===== config.mk =====
export PLATFORM = sky130hd
export DESIGN_NAME = vram_ctl
export DESIGN_NICKNAME = d
export VERILOG_FILES = /design/src/core/vram_ctl_pkg.sv /design/src/core/vram_ctl.sv /design/src/core/strobe_seq.sv
export SDC_FILE = /design/constraint.sdc
export NUM_CORES = 1
export LEC_CHECK = 0
export ABC_CLOCK_PERIOD_IN_PS = 7850
export BUFFER_PORTS_ARGS = -buffer_cell sky130_fd_sc_hd__buf_2
export CAP_MARGIN = 10
export CORE_AREA = 4 4 123 125
export CTS_BUF_LIST = sky130_fd_sc_hd__clkbuf_4
export DETAILED_ROUTE_END_ITERATION = 7
export DIE_AREA = 0 0 127 129
export PLACE_DENSITY = 0.71
export SLEW_MARGIN = 10
export SYNTH_ARGS = -nofsm -noshare
export SYNTH_HDL_FRONTEND = slang
export SYNTH_SLANG_ARGS = --single-unit

===== constraint.sdc =====
create_clock -name pclk -period 7.85 [get_ports pclk]
set_input_delay 1.57 -clock pclk [delete_from_list [all_inputs] [get_ports pclk]]
set_output_delay 1.57 -clock pclk [all_outputs]
set_load 0.02 [all_outputs]

===== src/core/vram_ctl_pkg.sv =====
// Behaviour
// - Transfer request: transfer select low, write strobe high at row strobe fall.
// - Split transfer: special function high, transfer select low at row fall; 9-bit row.
// - Controller never uses 127 or 255 as split start location.
// - In stop-point mode controller never starts a split at a stop point.
// - Controller does a full transfer before the first split transfer.
// - Stop-point set: column low, write low, special high at row fall, after init.
// - Power-up: wait 200 us, eight row cycles, full transfer, two serial clocks.
package vram_ctl_pkg;

	// APB register offsets
	localparam logic [7:0] CTRL_OFF   = 8'h00;
	localparam logic [7:0] ADDR_OFF   = 8'h04;
	localparam logic [7:0] STATUS_OFF = 8'h08;
	localparam logic [7:0] SHIFT_OFF  = 8'h0C;

	// Command codes in the control register
	localparam logic [2:0] CMD_NONE  = 3'h0;
	localparam logic [2:0] CMD_FULL  = 3'h1;
	localparam logic [2:0] CMD_SPLIT = 3'h2;
	localparam logic [2:0] CMD_STOPS = 3'h3;
	localparam logic [2:0] CMD_CBR   = 3'h4;
	localparam logic [2:0] CMD_SHIFT = 3'h5;
	localparam logic [2:0] CMD_INIT  = 3'h6;

	// Field positions
	localparam int CMD_LSB   = 0;
	localparam int OE_BIT    = 4;
	localparam int ROW_LSB   = 0;
	localparam int COL_LSB   = 16;
	localparam int PART_LSB  = 28;

	// Status bits
	localparam int BUSY_BIT  = 0;
	localparam int HALF_BIT  = 1;
	localparam int STOPM_BIT = 2;
	localparam int FULLD_BIT = 3;
	localparam int ERR_BIT   = 4;
	localparam int INITD_BIT = 5;

	// Partition codes for row bits 7..4
	localparam logic [3:0] PART16  = 4'h0;
	localparam logic [3:0] PART32  = 4'h1;
	localparam logic [3:0] PART64  = 4'h3;
	localparam logic [3:0] PART128 = 4'h7;

	// Timing
	localparam int CLK_MHZ      = 40;
	localparam int PWRUP_US     = 200;
	localparam int PWRUP_CYC    = PWRUP_US * CLK_MHZ;
	localparam int INIT_ROWS    = 8;
	localparam int INIT_SHIFTS  = 2;
	localparam int PHASE_CYC    = 4;
	localparam int SC_HALF_CYC  = 4;

	localparam logic [31:0] CTRL_RST = 32'h0000_0010;

endpackage


===== src/core/vram_ctl.sv =====
// Design decisions made here: the register offsets and the APB interface to the registers.
`timescale 1ns/1ps
`default_nettype none
// Controller for the serial port of a dual-port video memory.
module vram_ctl #(
	parameter int PWRUP_CYCLES = vram_ctl_pkg::PWRUP_CYC
) (
	// Clock and reset
	input  wire logic        pclk,
	input  wire logic        presetn,
	// APB slave
	input  wire logic        psel,
	input  wire logic        penable,
	input  wire logic        pwrite,
	input  wire logic [7:0]  paddr,
	input  wire logic [31:0] pwdata,
	output logic      [31:0] prdata,
	output logic             pready,
	output logic             pslverr,
	// Memory strobes and address
	output logic             row_strobe_n,
	output logic             column_strobe_n,
	output logic             write_strobe_n,
	output logic             transfer_select_n,
	output logic             special_function_select,
	output logic      [8:0]  addr,
	// Serial port
	output logic             serial_shift_clock,
	output logic             serial_output_enable_n,
	input  wire logic        half_indicator_out
);
	typedef enum logic [2:0] {C_PWR, C_INITROW, C_INITXF, C_INITSC, C_IDLE, C_CYC, C_SC}
		ctl_e;

	ctl_e        st_ff, nxt_st;
	logic [31:0] ctrl_ff, nxt_ctrl;
	logic [31:0] addr_reg_ff, nxt_addr_reg;
	logic [15:0] shift_ff, nxt_shift;
	logic [15:0] wait_ff, nxt_wait;
	logic        stopm_ff, nxt_stopm;
	logic        fulld_ff, nxt_fulld;
	logic        err_ff, nxt_err;
	logic        initd_ff, nxt_initd;
	logic [2:0]  cmd_ff, nxt_cmd;
	logic [8:0]  addr_ff, nxt_addr;
	logic        trg_ff, nxt_trg;
	logic        we_ff, nxt_we;
	logic        dsf_ff, nxt_dsf;
	logic        sc_ff, nxt_sc;
	logic [3:0]  part_ff, nxt_part;
	logic        half_s1_ff, half_s2_ff;
	logic        seq_start, seq_col_first, seq_done, seq_busy;
	logic        wr_en, rd_en, cmd_wr;
	logic [2:0]  wr_cmd;
	logic [8:0]  wr_col;
	logic [7:0]  stop_mask;
	logic        bad_split;

	////////////////////////////////////////////////////////////////////////
	// APB decode; always ready, no wait states
	assign pready  = 1'b1;
	assign pslverr = 1'b0;
	assign wr_en   = psel && penable && pwrite;
	assign rd_en   = psel && penable && !pwrite;
	assign cmd_wr  = wr_en && (paddr == vram_ctl_pkg::CTRL_OFF);
	assign wr_cmd  = pwdata[vram_ctl_pkg::CMD_LSB +: 3];
	assign wr_col  = addr_reg_ff[vram_ctl_pkg::COL_LSB +: 9];

	always_comb begin
		prdata = 32'h0000_0000;
		if (rd_en) begin
			unique case (paddr)
				vram_ctl_pkg::CTRL_OFF:  prdata = ctrl_ff;
				vram_ctl_pkg::ADDR_OFF:  prdata = addr_reg_ff;
				vram_ctl_pkg::SHIFT_OFF: prdata = {16'h0000, shift_ff};
				vram_ctl_pkg::STATUS_OFF: begin
					prdata[vram_ctl_pkg::BUSY_BIT]  = (st_ff != C_IDLE);
					prdata[vram_ctl_pkg::HALF_BIT]  = half_s2_ff;
					prdata[vram_ctl_pkg::STOPM_BIT] = stopm_ff;
					prdata[vram_ctl_pkg::FULLD_BIT] = fulld_ff;
					prdata[vram_ctl_pkg::ERR_BIT]   = err_ff;
					prdata[vram_ctl_pkg::INITD_BIT] = initd_ff;
				end
				default: prdata = 32'h0000_0000;
			endcase
		end
	end

	// Stop points are locations whose low bits under the partition length are all ones
	always_comb begin
		unique case (part_ff)
			vram_ctl_pkg::PART16:  stop_mask = 8'h0F;
			vram_ctl_pkg::PART32:  stop_mask = 8'h1F;
			vram_ctl_pkg::PART64:  stop_mask = 8'h3F;
			default:               stop_mask = 8'h7F;
		endcase
	end

	// Illegal split start points are refused rather than issued
	always_comb begin
		bad_split = !fulld_ff;
		if (wr_col[6:0] == 7'h7F) begin
			bad_split = 1'b1;
		end
		if (stopm_ff && ((wr_col[7:0] & stop_mask) == stop_mask)) begin
			bad_split = 1'b1;
		end
	end

	////////////////////////////////////////////////////////////////////////
	// Half indicator from the device is a pin: two flops
	always_ff @(posedge pclk or negedge presetn) begin
		if (!presetn) begin
			half_s1_ff <= 1'b0;
			half_s2_ff <= 1'b0;
		end else begin
			half_s1_ff <= half_indicator_out;
			half_s2_ff <= half_s1_ff;
		end
	end

	strobe_seq #(
		.PHASE           (vram_ctl_pkg::PHASE_CYC)
	) u_seq (
		.pclk            (pclk),
		.presetn         (presetn),
		.start           (seq_start),
		.col_first       (seq_col_first),
		.done            (seq_done),
		.busy            (seq_busy),
		.row_strobe_n    (row_strobe_n),
		.column_strobe_n (column_strobe_n)
	);

	////////////////////////////////////////////////////////////////////////
	// Main sequencer
	always_comb begin
		nxt_st        = st_ff;
		nxt_ctrl      = ctrl_ff;
		nxt_addr_reg  = addr_reg_ff;
		nxt_shift     = shift_ff;
		nxt_wait      = wait_ff;
		nxt_stopm     = stopm_ff;
		nxt_fulld     = fulld_ff;
		nxt_err       = err_ff;
		nxt_initd     = initd_ff;
		nxt_cmd       = cmd_ff;
		nxt_addr      = addr_ff;
		nxt_trg       = trg_ff;
		nxt_we        = we_ff;
		nxt_dsf       = dsf_ff;
		nxt_sc        = sc_ff;
		nxt_part      = part_ff;
		seq_start     = 1'b0;
		seq_col_first = 1'b0;
		if (wr_en && paddr == vram_ctl_pkg::ADDR_OFF) begin
			nxt_addr_reg = pwdata;
		end
		if (wr_en && paddr == vram_ctl_pkg::SHIFT_OFF) begin
			nxt_shift = pwdata[15:0];
		end
		if (cmd_wr) begin
			nxt_ctrl = pwdata;
		end
		unique case (st_ff)
			C_PWR: begin
				if (wait_ff == 16'(PWRUP_CYCLES)) begin
					nxt_wait = 16'h0000;
					nxt_st   = C_INITROW;
				end else begin
					nxt_wait = wait_ff + 16'h0001;
				end
			end
			C_INITROW: begin
				// Plain row cycles with write strobe high and transfer deselected
				if (!seq_busy && !seq_done) begin
					seq_start = 1'b1;
				end
				if (seq_done) begin
					if (wait_ff == 16'(vram_ctl_pkg::INIT_ROWS - 1)) begin
						nxt_wait = 16'h0000;
						nxt_trg  = 1'b0;
						nxt_dsf  = 1'b0;
						nxt_addr = 9'h000;
						nxt_st   = C_INITXF;
					end else begin
						nxt_wait = wait_ff + 16'h0001;
					end
				end
			end
			C_INITXF: begin
				if (!seq_busy && !seq_done) begin
					seq_start = 1'b1;
				end
				if (seq_done) begin
					nxt_trg   = 1'b1;
					nxt_fulld = 1'b1;
					nxt_shift = 16'(vram_ctl_pkg::INIT_SHIFTS);
					nxt_st    = C_SC;
				end
			end
			C_IDLE: begin
				if (cmd_wr) begin
					nxt_cmd = wr_cmd;
					unique case (wr_cmd)
						vram_ctl_pkg::CMD_FULL: begin
							nxt_trg  = 1'b0;
							nxt_dsf  = 1'b0;
							nxt_addr = addr_reg_ff[8:0];
							nxt_st   = C_CYC;
						end
						vram_ctl_pkg::CMD_SPLIT: begin
							if (bad_split) begin
								nxt_err = 1'b1;
							end else begin
								nxt_trg  = 1'b0;
								nxt_dsf  = 1'b1;
								nxt_addr = addr_reg_ff[8:0];
								nxt_st   = C_CYC;
							end
						end
						vram_ctl_pkg::CMD_STOPS: begin
							nxt_we   = 1'b0;
							nxt_dsf  = 1'b1;
							nxt_addr = {1'b0, addr_reg_ff[7:4], 4'h0};
							nxt_part = addr_reg_ff[7:4];
							nxt_st   = C_CYC;
						end
						vram_ctl_pkg::CMD_CBR: begin
							nxt_dsf = 1'b0;
							nxt_st  = C_CYC;
						end
						vram_ctl_pkg::CMD_SHIFT: begin
							if (shift_ff != 16'h0000) begin
								nxt_st = C_SC;
							end
						end
						vram_ctl_pkg::CMD_INIT: begin
							nxt_wait  = 16'h0000;
							nxt_initd = 1'b0;
							nxt_st    = C_PWR;
						end
						// Enable-only update, nothing to run
						vram_ctl_pkg::CMD_NONE: nxt_err = err_ff;
						default: nxt_err = 1'b1;
					endcase
				end
			end
			C_CYC: begin
				// Row address is on addr before the row fall; column after it
				if (!seq_busy && !seq_done) begin
					seq_start     = 1'b1;
					seq_col_first = (cmd_ff == vram_ctl_pkg::CMD_STOPS) ||
						(cmd_ff == vram_ctl_pkg::CMD_CBR);
				end
				if (seq_busy && !row_strobe_n && column_strobe_n) begin
					nxt_addr = wr_col;
					if (stopm_ff) begin
						nxt_addr = {wr_col[7], wr_col[8], wr_col[6:0]};
					end
				end
				if (seq_done) begin
					nxt_trg = 1'b1;
					nxt_we  = 1'b1;
					nxt_dsf = 1'b0;
					nxt_st  = C_IDLE;
					if (cmd_ff == vram_ctl_pkg::CMD_FULL) begin
						nxt_fulld = 1'b1;
					end
					if (cmd_ff == vram_ctl_pkg::CMD_STOPS) begin
						nxt_stopm = 1'b1;
					end
					if (cmd_ff == vram_ctl_pkg::CMD_CBR) begin
						nxt_stopm = 1'b0;
					end
				end
			end
			C_SC: begin
				// Serial clocks only outside transfer cycles
				if (wait_ff == 16'(vram_ctl_pkg::SC_HALF_CYC - 1)) begin
					nxt_wait = 16'h0000;
					nxt_sc   = ~sc_ff;
					if (sc_ff) begin
						nxt_shift = shift_ff - 16'h0001;
						if (shift_ff == 16'h0001) begin
							nxt_st    = C_IDLE;
							nxt_initd = 1'b1;
						end
					end
				end else begin
					nxt_wait = wait_ff + 16'h0001;
				end
			end
			default: nxt_st = C_IDLE;
		endcase
	end

	always_ff @(posedge pclk or negedge presetn) begin
		if (!presetn) begin
			st_ff       <= C_PWR;
			ctrl_ff     <= vram_ctl_pkg::CTRL_RST;
			addr_reg_ff <= 32'h0000_0000;
			shift_ff    <= 16'h0000;
			wait_ff     <= 16'h0000;
			stopm_ff    <= 1'b0;
			fulld_ff    <= 1'b0;
			err_ff      <= 1'b0;
			initd_ff    <= 1'b0;
			cmd_ff      <= vram_ctl_pkg::CMD_NONE;
			addr_ff     <= 9'h000;
			trg_ff      <= 1'b1;
			we_ff       <= 1'b1;
			dsf_ff      <= 1'b0;
			sc_ff       <= 1'b0;
			part_ff     <= vram_ctl_pkg::PART128;
		end else begin
			st_ff       <= nxt_st;
			ctrl_ff     <= nxt_ctrl;
			addr_reg_ff <= nxt_addr_reg;
			shift_ff    <= nxt_shift;
			wait_ff     <= nxt_wait;
			stopm_ff    <= nxt_stopm;
			fulld_ff    <= nxt_fulld;
			err_ff      <= nxt_err;
			initd_ff    <= nxt_initd;
			cmd_ff      <= nxt_cmd;
			addr_ff     <= nxt_addr;
			trg_ff      <= nxt_trg;
			we_ff       <= nxt_we;
			dsf_ff      <= nxt_dsf;
			sc_ff       <= nxt_sc;
			part_ff     <= nxt_part;
		end
	end

	assign addr                    = addr_ff;
	assign write_strobe_n          = we_ff;
	assign transfer_select_n       = trg_ff;
	assign special_function_select = dsf_ff;
	assign serial_shift_clock      = sc_ff;
	assign serial_output_enable_n  = ctrl_ff[vram_ctl_pkg::OE_BIT];

	////////////////////////////////////////////////////////////////////////
	xfer_req_a: assert property (@(posedge pclk) disable iff (!presetn)
		$fell(row_strobe_n) && !transfer_select_n |-> write_strobe_n)
		else $error("transfer with write strobe low");
	split_order_a: assert property (@(posedge pclk) disable iff (!presetn)
		$fell(row_strobe_n) && !transfer_select_n && special_function_select |-> fulld_ff)
		else $error("split before full transfer");
	split_tap_a: assert property (@(posedge pclk) disable iff (!presetn)
		st_ff == C_CYC && cmd_ff == vram_ctl_pkg::CMD_SPLIT && $fell(column_strobe_n)
		|-> addr_ff[6:0] != 7'h7F)
		else $error("split start at half top");
	no_sc_xfer_a: assert property (@(posedge pclk) disable iff (!presetn)
		!row_strobe_n && !transfer_select_n |-> $stable(serial_shift_clock))
		else $error("serial clock during transfer");
	stops_set_a: assert property (@(posedge pclk) disable iff (!presetn)
		$fell(row_strobe_n) && !write_strobe_n |-> !column_strobe_n && special_function_select)
		else $error("bad stop-point set cycle");
	pwr_wait_a: assert property (@(posedge pclk) disable iff (!presetn)
		st_ff == C_PWR |-> row_strobe_n && serial_shift_clock == 1'b0)
		else $error("activity during power-up wait");
	cbr_end_a: assert property (@(posedge pclk) disable iff (!presetn)
		st_ff == C_CYC && cmd_ff == vram_ctl_pkg::CMD_CBR && seq_done |=> !stopm_ff)
		else $error("stop mode survives refresh");
	swap_a: assert property (@(posedge pclk) disable iff (!presetn)
		st_ff == C_CYC && stopm_ff && $fell(column_strobe_n) && cmd_ff != vram_ctl_pkg::CMD_CBR
		&& cmd_ff != vram_ctl_pkg::CMD_STOPS |-> addr_ff[8] == wr_col[7])
		else $error("column bits not swapped");

	full_c: cover property (@(posedge pclk) disable iff (!presetn)
		st_ff == C_CYC && cmd_ff == vram_ctl_pkg::CMD_FULL && seq_done);
	split_c: cover property (@(posedge pclk) disable iff (!presetn)
		st_ff == C_CYC && cmd_ff == vram_ctl_pkg::CMD_SPLIT && seq_done);
	stops_c: cover property (@(posedge pclk) disable iff (!presetn) $rose(stopm_ff));
	init_c: cover property (@(posedge pclk) disable iff (!presetn) $rose(initd_ff));

endmodule
`default_nettype wire


===== src/core/strobe_seq.sv =====
`timescale 1ns/1ps
`default_nettype none
// Drives one strobe cycle: row fall, column fall (before the row fall when col_first), release.
module strobe_seq #(
	parameter int PHASE = 4
) (
	// Clock and reset
	input  wire logic       pclk,
	input  wire logic       presetn,
	// Request
	input  wire logic       start,
	input  wire logic       col_first,
	output logic            done,
	output logic            busy,
	// Strobes
	output logic            row_strobe_n,
	output logic            column_strobe_n
);
	typedef enum logic [2:0] {S_IDLE, S_PRE, S_ROW, S_COL, S_END} seq_e;
	seq_e       st_ff, nxt_st;
	logic [7:0] cnt_ff, nxt_cnt;
	logic       col_first_ff, nxt_col_first;
	logic       ras_ff, nxt_ras;
	logic       cas_ff, nxt_cas;

	always_comb begin
		nxt_st        = st_ff;
		nxt_cnt       = cnt_ff;
		nxt_col_first = col_first_ff;
		nxt_ras       = ras_ff;
		nxt_cas       = cas_ff;
		done          = 1'b0;
		unique case (st_ff)
			S_IDLE: begin
				if (start) begin
					nxt_col_first = col_first;
					nxt_cas       = ~col_first;
					nxt_cnt       = 8'(PHASE);
					nxt_st        = S_PRE;
				end
			end
			S_PRE: begin
				if (cnt_ff == 8'h00) begin
					nxt_ras = 1'b0;
					nxt_cnt = 8'(PHASE);
					nxt_st  = S_ROW;
				end else begin
					nxt_cnt = cnt_ff - 8'h01;
				end
			end
			S_ROW: begin
				if (cnt_ff == 8'h00) begin
					nxt_cas = 1'b0;
					nxt_cnt = 8'(PHASE);
					nxt_st  = S_COL;
				end else begin
					nxt_cnt = cnt_ff - 8'h01;
				end
			end
			S_COL: begin
				if (cnt_ff == 8'h00) begin
					nxt_ras = 1'b1;
					nxt_cas = 1'b1;
					nxt_cnt = 8'(PHASE);
					nxt_st  = S_END;
				end else begin
					nxt_cnt = cnt_ff - 8'h01;
				end
			end
			S_END: begin
				if (cnt_ff == 8'h00) begin
					done   = 1'b1;
					nxt_st = S_IDLE;
				end else begin
					nxt_cnt = cnt_ff - 8'h01;
				end
			end
		endcase
	end

	always_ff @(posedge pclk or negedge presetn) begin
		if (!presetn) begin
			st_ff        <= S_IDLE;
			cnt_ff       <= 8'h00;
			col_first_ff <= 1'b0;
			ras_ff       <= 1'b1;
			cas_ff       <= 1'b1;
		end else begin
			st_ff        <= nxt_st;
			cnt_ff       <= nxt_cnt;
			col_first_ff <= nxt_col_first;
			ras_ff       <= nxt_ras;
			cas_ff       <= nxt_cas;
		end
	end

	assign busy            = (st_ff != S_IDLE);
	assign row_strobe_n    = ras_ff;
	assign column_strobe_n = cas_ff;

	strobe_low_a: assert property (@(posedge pclk) disable iff (!presetn)
		$fell(row_strobe_n) |-> ##(PHASE+1) !column_strobe_n || col_first_ff)
		else $error("column strobe late after row fall");

endmodule
`default_nettype wire


==> Word-level counts from Yosys, hierarchy flattened <==
Index checks and enable logic that the tools add are counted.
{ "word_totals": {"input_bits": 46, "register_bits": 138, "elab_cells": 230} }
{ "classes": {"n_mux": 88, "bitwise_logic": 4, "n_reduce_logical": 56, "eq_ne": 57, "add_sub_neg": 3} }
{ "op_table": {"columns": ["operator", "n"], "rows": [
  ["2-to-1 mux 16 bit", 10],
  ["one-hot mux 26 bit (3 select lines)", 1],
  ["one-hot mux 16 bit (4 select lines)", 1],
  ["2-to-1 mux 9 bit", 6],
  ["one-hot mux 9 bit (3 select lines)", 2],
  ["2-to-1 mux 3 bit", 16],
  ["2-to-1 mux 32 bit", 1],
  ["one-hot mux 16 bit (2 select lines)", 1],
  ["2-to-1 mux 1 bit", 31],
  ["!= test 2 bit, second input constant", 14],
  ["equality test 3 bit, second input constant", 8],
  ["2-to-1 mux 8 bit", 3],
  ["one-hot mux 6 bit (4 select lines)", 1],
  ["one-hot mux 8 bit (3 select lines)", 1],
  ["one-hot mux 7 bit (3 select lines)", 1],
  ["AND reduction 7 bit", 3],
  ["AND reduction 4 bit", 5],
  ["equality test 3 x 2 -> 1 bit, second input constant", 6],
  ["one-hot mux 3 bit (6 select lines)", 1],
  ["adder 16 x 1 -> 16 bit, second input constant", 1],
  ["equality test 16 x 1 -> 1 bit, second input constant", 1],
  ["equality test 16 x 13 -> 1 bit, second input constant", 1],
  ["equality test 16 x 2 -> 1 bit, second input constant", 1],
  ["equality test 16 x 3 -> 1 bit, second input constant", 1],
  ["other kinds (39)", 91]
]} }

==> Longest topological paths before layout <==
Gate-level depths: netlist of run 1.
{ "depth": {"depth_word": 10, "mapped_depth": 9, "mapped_depth_nobuf": 8} }

==> Hierarchy <==
From an unflattened synthesis of run 1, not the netlist that was laid out.
{ "hier_totals": {"hier_cells": 775, "hier_area_um2": 7721.2} }
{ "by_module_without_submodules": {"columns": ["module", "cells_per_inst", "area_per_inst_um2", "n_inst"], "rows": [
  ["vram_ctl", 679, 6900.4, 1],
  ["strobe_seq", 96, 820.8, 1]
]} }

==> Least setup slack after synthesis of run 1 <==
OpenSTA, ideal clock, no wires.
{ "synth_timing": {"path_kind": "input to output", "from": "input paddr[1]", "to": "output prdata[0]", "path_slack_ns": 2.649, "required_time_ns": 6.280, "path_stages": 5, "path_buffers": 0, "arrival_ns": 3.631, "path_cell_list": "nor4_2 > nand2_2 > nor3_2 > nand2_1 > a2111oi_0"} }
{ "synth_between": {"elab_chain_len": 3} }
{ "synth_lines": {"columns": ["item", "line_no", "source"], "rows": [
  ["start: declaration", "vram_ctl.sv:15", "input wire logic [7:0] paddr,"],
  ["equality test 8 x 4 -> 1 bit (tied with other cells)", "vram_ctl.sv:72", "unique case (paddr)"],
  ["one-hot mux 6 bit (4 select lines) (*)", "vram_ctl.sv:72", null],
  ["2-to-1 mux 32 bit (*)", "vram_ctl.sv:71", "if (rd_en) begin"],
  ["end: declaration", "vram_ctl.sv:17", "output logic [31:0] prdata,"]
]} }
Mark *: on every way between the ends. The rest lies on a longest branch, timed or not.

==> Final worst setup path of run 1 <==
Ends and elaborated chain as after synthesis.

==> results of run 1 <==
==> stage by stage <==
stage / hold slack, ns / util / setup WS [ns]
global placement: 0.3387 / 0.5873 / 2.438
floorplan: 0.3312 / - / 2.649
finish: 0.3641 / 0.6074 / 2.153
CTS: 0.3734 / 0.6071 / 2.192
global route: 0.3992 / 0.6074 / 1.983
detailed placement: 0.3401 / 0.5873 / 2.223
==> cell families (layout without fill, tap and decap cells) <==
group,after synthesis,in the layout,share of synthesized area
simple gates,277,277,0.1867
compound gates,171,171,0.1505
mux,96,96,0.1517
other cells,2,2,0.0009862
fa+ha+maj,6,6,0.009858
flops,138,138,0.4548
xor+xnor,11,11,0.01265
buf+inv,53,145,0.03286
==> layer usage <==
metal,vias up,part of all wire,wire length (microns)
met2,268,0.47,9293
met1,3209,0.44,8574
met5,-,0,0
met4,0,0.011,216
met3,27,0.078,1531
li1,2933,-,-
==> worst reg2reg max path: stages (launching register included) <==
cell and delay, ns:
dfrtp_1 0.56, nand2b_2 0.32, nor2_1 0.74, nand4_1 0.35, nand3_1 0.23, or3_1 0.52, mux2_4 0.36
==> power groups by stage <==
stage / Sequential (W) / Combinational (W) / Clock, W
after floorplan: 0.000736 / 0.0000281 / 0
after global routing: 0.000726 / 0.0000721 / 0.000507
after CTS: 0.000725 / 0.0000647 / 0.000477
after global placement: 0.000738 / 0.0000623 / 0
final: 0.000725 / 0.0000643 / 0.000469
after detailed placement: 0.000738 / 0.0000643 / 0
==> sequential cells by signal, indices dropped and copies added, names as in the netlist, 3 cells and up <==
signal / count
cmd_ff: 3
part_ff: 4
shift_ff: 16
addr: 9
st_ff: 3
wait_ff: 16
u_seq.st_ff: 3
ctrl_ff: 32
addr_reg_ff: 32
u_seq.cnt_ff: 8
==> cell usage after synthesis (all sizes together), types with 3 or more instances <==
cell	count	area [sq um]
ha	6	75.07
xor2	9	78.83
nand3b	3	22.52
mux2	78	912.1
a22oi	20	150.1
nor3	20	126.4
mux4	5	112.6
a31oi	6	37.54
nand4	14	87.58
o31ai	5	37.54
nor3b	3	22.52
nor2	96	367.8
dfstp	8	210.2
a22o	15	132.6
and3	7	45.05
clkbuf	19	81.32
dfrtp	130	3253
o21ai	48	244.0
a21oi	33	165.2
nor4	15	130.1
nor4b	3	32.53
nand2	60	230.2
inv	16	60.05
nor2b	11	68.82
or3	9	56.30
o22ai	4	25.02
or4	3	22.52
a21o	4	30.03
a211oi	3	22.52
buf	18	108.9
mux2i	13	130.1
and2	3	20.02
o211ai	8	65.06
nand3	20	105.1
==> cell type report <==
class	count	area (sq um)
fill	1181	5449
inverter	16	60.06
timing repair buffer	97	501.7
multi-input combinational	563	3906
tap	180	225.2
clock buffer	20	150.1
sequential	138	3463
clock inverter	12	125.1
==> worst paths after layout <==
check                      startpoint  depth (start not counted)         end  slack, ns
max                          paddr[1]                          7   prdata[0]       2.15
min                        half_s1_ff                          0  half_s2_ff       0.36
max reg2reg                  st_ff[0]                          6     addr[5]       4.65
min reg2reg                half_s1_ff                          0  half_s2_ff       0.36
max in group asynchronous     presetn                          2  ctrl_ff[0]       5.56
min in group asynchronous     presetn                          1  wait_ff[3]       1.07
==> flow_summary.ini, run 1 <==
[grt]
gr-usage-met2 = 0.3870
gr-max-usage-layer = met2
grt_pass1_wl_microns = 32410
grt_pass1_vias = 6388
antenna_found_initial = 0
grt_use_met1 = 0.3383
grt_max_degree = 86
track_usage = 0.2459
met3_usage = 0.06974
grt_overflow = 0

[synthesis]
syn_inst = 754
synth_edf_count = 0
synthesis.area_sq_um = 7615
synth_ff_type = dfrtp_1
synth_nets = 806
yosysWarnings = 0
syn_area_per_cell_sq_um = 10.10
yosysSeqAreaShare = 0.4548
ys_types = 85
async_reset_ff_frac = 1.000
synth-seq-cells = 138

[drt]
viasPerCell = 6.274
drt-total-wl_microns = 19620
drt-pass1-iter-count = 6
drc_errors = 0
dr.first_iter.drc_count = 549
drtAntennaViolNets = 0
wire_per_inst_microns = 19.12
vias = 6437

[finish]
final_common_cell = dfrtp_1
diodes = 0
final_layout_size_suffix_gt1_frac = 0.2849
syn_to_final_growth_pct = 10.73
fin_cells = 1026
nets = 885
final_cell_mix = dfrtp_1, nor2_1, buf_2
fin_area_sq_um = 8432

[timing]
final.period_utilization = 0.7257
fin_tns_setup_ns = 0
fin_skew_ns = 0.01835
worst_pin_slew_ns = 1.243
hold_violations = 0
slew_violations = 0
setup_viol = 0
slew_headroom = 0.1670
rsz0062_at_grt = no
fmax_mhz = 175.5
period_needed_ns = 5.697

[clock_tree]
cts.root.buffer_cell = clkbuf_4
cts_max_path_buffers = 2
post-cts-setup-buffers = 0
cts_tree = yes
cts.reportedPaths.clkPinSlew_ns = 0.12
cts_buffers = 17
cts_sinks = 138
clk_latency_ns = 0.55
post_cts_resize_count = 0
hold_buffers = 0
htreeDepth = 4

[run]
max-cap-violations = 0

[pwr]
p_sw_frac = 0.2536
internal_power_w = 0.0009388
power_density_nw_per_um2 = 149.2
power_frac_seq = 0.576
net-switching-power_w = 0.0003190
finalPower_w = 0.001258
combinationalPowerShare = 0.051
ir_drop_uv = 121.7
clkPwrFrac = 0.373
p_leak_nw = 3.928

[critical_path]
slowest_delay_ns = 0.96
crit_slowest_cell = nor3_2
crit_top_cell = buf_2
cp.required_ns = 6.28
critPathMaxFanout = 18
criticalPathCategory = in -> out
critPathTopFamily = simple AND/OR/NAND/NOR gates
critPathCaptureType = output port
crit_path_start_kind = input pin
worst-path-buf-inv = 2
cp_cell_sequence = buf_2 -> nor4_2 -> nand2_2 -> nor3_2 -> nand2_1 -> a2111oi_0 -> buf_2
cp.arrival_ns = 4.13

[floorplanning]
initial_core_util = 0.5486
die_width_microns = 127
die_h_microns = 129
ios = 96
core_area_sq_um = 13880
row_count = 43
die-area_sq_um = 16380

[status]
status = finished clean

[placed_design]
gp_congestion = 0.8767
post_dp_cell_area_sq_um = 8152
io_buffers = 93
place_hpwl_microns = 13470
place_inst = 994

[worst_hold_path]
min_path_type = reg -> reg
(Power assumes the default switching activity.)
==> run 2, diff against run 1 <==
ABC_CLOCK_PERIOD_IN_PS = 4570   (was 7850)
PLACE_DENSITY = 0.74   (was 0.71)
clock period = 4.57 ns   (was 7.85 ns; I/O delays follow)
==> run 2 against run 1 <==
Against the previous run:
- clock skew is 0.00072 ns higher
- die area is the same
- flip-flop and latch count unchanged
- via count is 0.39% lower
- sequential share of layout area is 0.10 points lower
- critical path depth unchanged
- core utilization increased by 0.15 points
- largest power group unchanged
- highest routed layer unchanged
==> flow_summary.ini, run 2 (synthesis gave the netlist of run 1 again) <==
[status]
status = finished clean

[drt]
drtAntennaViolNets = 0
vias = 6412
wire_per_inst_microns = 18.44
drc_errors = 0
viasPerCell = 6.219
drt-pass1-iter-count = 5
dr.first_iter.drc_count = 606
drt-total-wl_microns = 19010

[timing]
final.period_utilization = 0.8932
period_needed_ns = 4.082
fin_tns_setup_ns = 0
fmax_mhz = 245.0
slew_violations = 0
setup_viol = 0
timing.hold.ws_ns = 0.3226
hold_violations = 0
worst_pin_slew_ns = 1.099
rsz0062_at_grt = no
slew_headroom = 0.2658
fin_skew_ns = 0.01906

[critical_path]
crit_start = paddr[1]
cp_cell_sequence = buf_2 -> nor4_2 -> nand2_2 -> or3_1 -> a21o_1 -> nor2_1 -> buf_2
critPathMaxFanout = 16
critPathTopFamily = simple AND/OR/NAND/NOR gates
cp.arrival_ns = 3.17
r2r-end = addr[3]
slowest_delay_ns = 0.65
crit_path_start_kind = input pin
rrSetupSlack_ns = 1.74
critPathCaptureType = output port
crit_slowest_cell = or3_1
criticalPathCategory = in -> out
crit_top_cell = buf_2
worst-path-buf-inv = 2
cp.required_ns = 3.66
worstRegToRegCells = 8
r2r_start = u_seq.cnt_ff[0]

[placed_design]
gp_congestion = 0.8962
io_buffers = 93
place_inst = 998
post_dp_cell_area_sq_um = 8182
place_hpwl_microns = 13370

[finish]
reg_top3 = addr_reg_ff: 32 flops, ctrl_ff: 32 flops
fin_area_sq_um = 8453
final_cell_mix = dfrtp_1, nor2_1, buf_2
syn_to_final_growth_pct = 11.01
nets = 890
diodes = 0
final_common_cell = dfrtp_1
fin_cells = 1031
final_layout_size_suffix_gt1_frac = 0.2902

[clock_tree]
cts.root.buffer_cell = clkbuf_4
htreeDepth = 4
clk_latency_ns = 0.58
post-cts-setup-buffers = 0
cts_sinks = 138
cts_max_path_buffers = 2
cts_tree = yes
cts.reportedPaths.clkPinSlew_ns = 0.13
post_cts_resize_count = 0
hold_buffers = 0
cts_buffers = 17

[floorplanning]
core_area_sq_um = 13880
initial_core_util = 0.5486
ios = 96
row_count = 43
die-area_sq_um = 16380
die_width_microns = 127
die_h_microns = 129

[grt]
grt_overflow = 0
grt_pass1_vias = 6367
antenna_found_initial = 0
track_usage = 0.2424
grt_pass1_wl_microns = 31910
grt_max_degree = 77

[pwr]
ir_drop_uv = 282.6
net-switching-power_w = 0.0005752
finalPower_w = 0.002127
clkPwrFrac = 0.363
p_sw_frac = 0.2704
power_density_nw_per_um2 = 251.6
combinationalPowerShare = 0.052
p_leak_nw = 3.956
internal_power_w = 0.001552
power_frac_seq = 0.585

[run]
max-cap-violations = 0

[worst_hold_path]
min_path_type = in -> async
[run 2: per-stage QoR]
| stage | setup WS [ns] | util |
|---|---|---|
| after CTS | 0.5180 | 0.6086 |
| after global routing | 0.3734 | 0.6090 |
| after detailed placement | 0.5239 | 0.5894 |
| after global placement | 0.6703 | 0.5894 |
| after floorplan | 0.6807 | - |
| final | 0.4882 | 0.6090 |
[run 2: power by group through the flow]
stage	clock, W	sequential (W)	combinational, W
after floorplan	0	0.00126	0.0000482
after global placement	0	0.00127	0.000107
after detailed placement	0	0.00127	0.000111
after CTS	0.000791	0.00124	0.000111
after global routing	0.000846	0.00125	0.000124
final	0.000772	0.00124	0.000110
[run 2: worst reg2reg max path, delay by kind of cell (launching register included)]
kind / cells / cell delay (ns)
and+or+nand+nor: 4 / 1.51
adders and majority gates: 1 / 0.17
muxes: 1 / 0.40
DFF: 1 / 0.40
buffers and inverters: 1 / 0.12
AOI/OAI and AO/OA: 1 / 0.13
[run 2: worst max-delay path by stage]
stage,endpoint,slack [ns],depth (start not counted)
6_report,prdata[20],0.49,7
4_1_cts,prdata[21],0.52,7
2_1_floorplan,prdata[0],0.68,5
5_1_grt,prdata[21],0.37,7
3_5_place_dp,prdata[21],0.52,7
3_3_place_gp,prdata[24],0.67,7
[run 2: layer usage]
metal | routed length, microns | GRT usage
met1 | 8305 | 0.3229
met2 | 8895 | 0.3823
met3 | 1360 | 0.07181
met4 | 446 | 0.08202
met5 | 0 | 0
[run 2: final cells by class]
type / count / area, sq um
Sequential cell: 138 / 3463
Fill cell: 1176 / 5428
Clock buffer: 17 / 127.6
Inverter: 16 / 60.06
Timing Repair Buffer: 102 / 536.8
Tap cell: 180 / 225.2
Multi-Input combinational cell: 563 / 3901
Clock inverter: 15 / 138.9
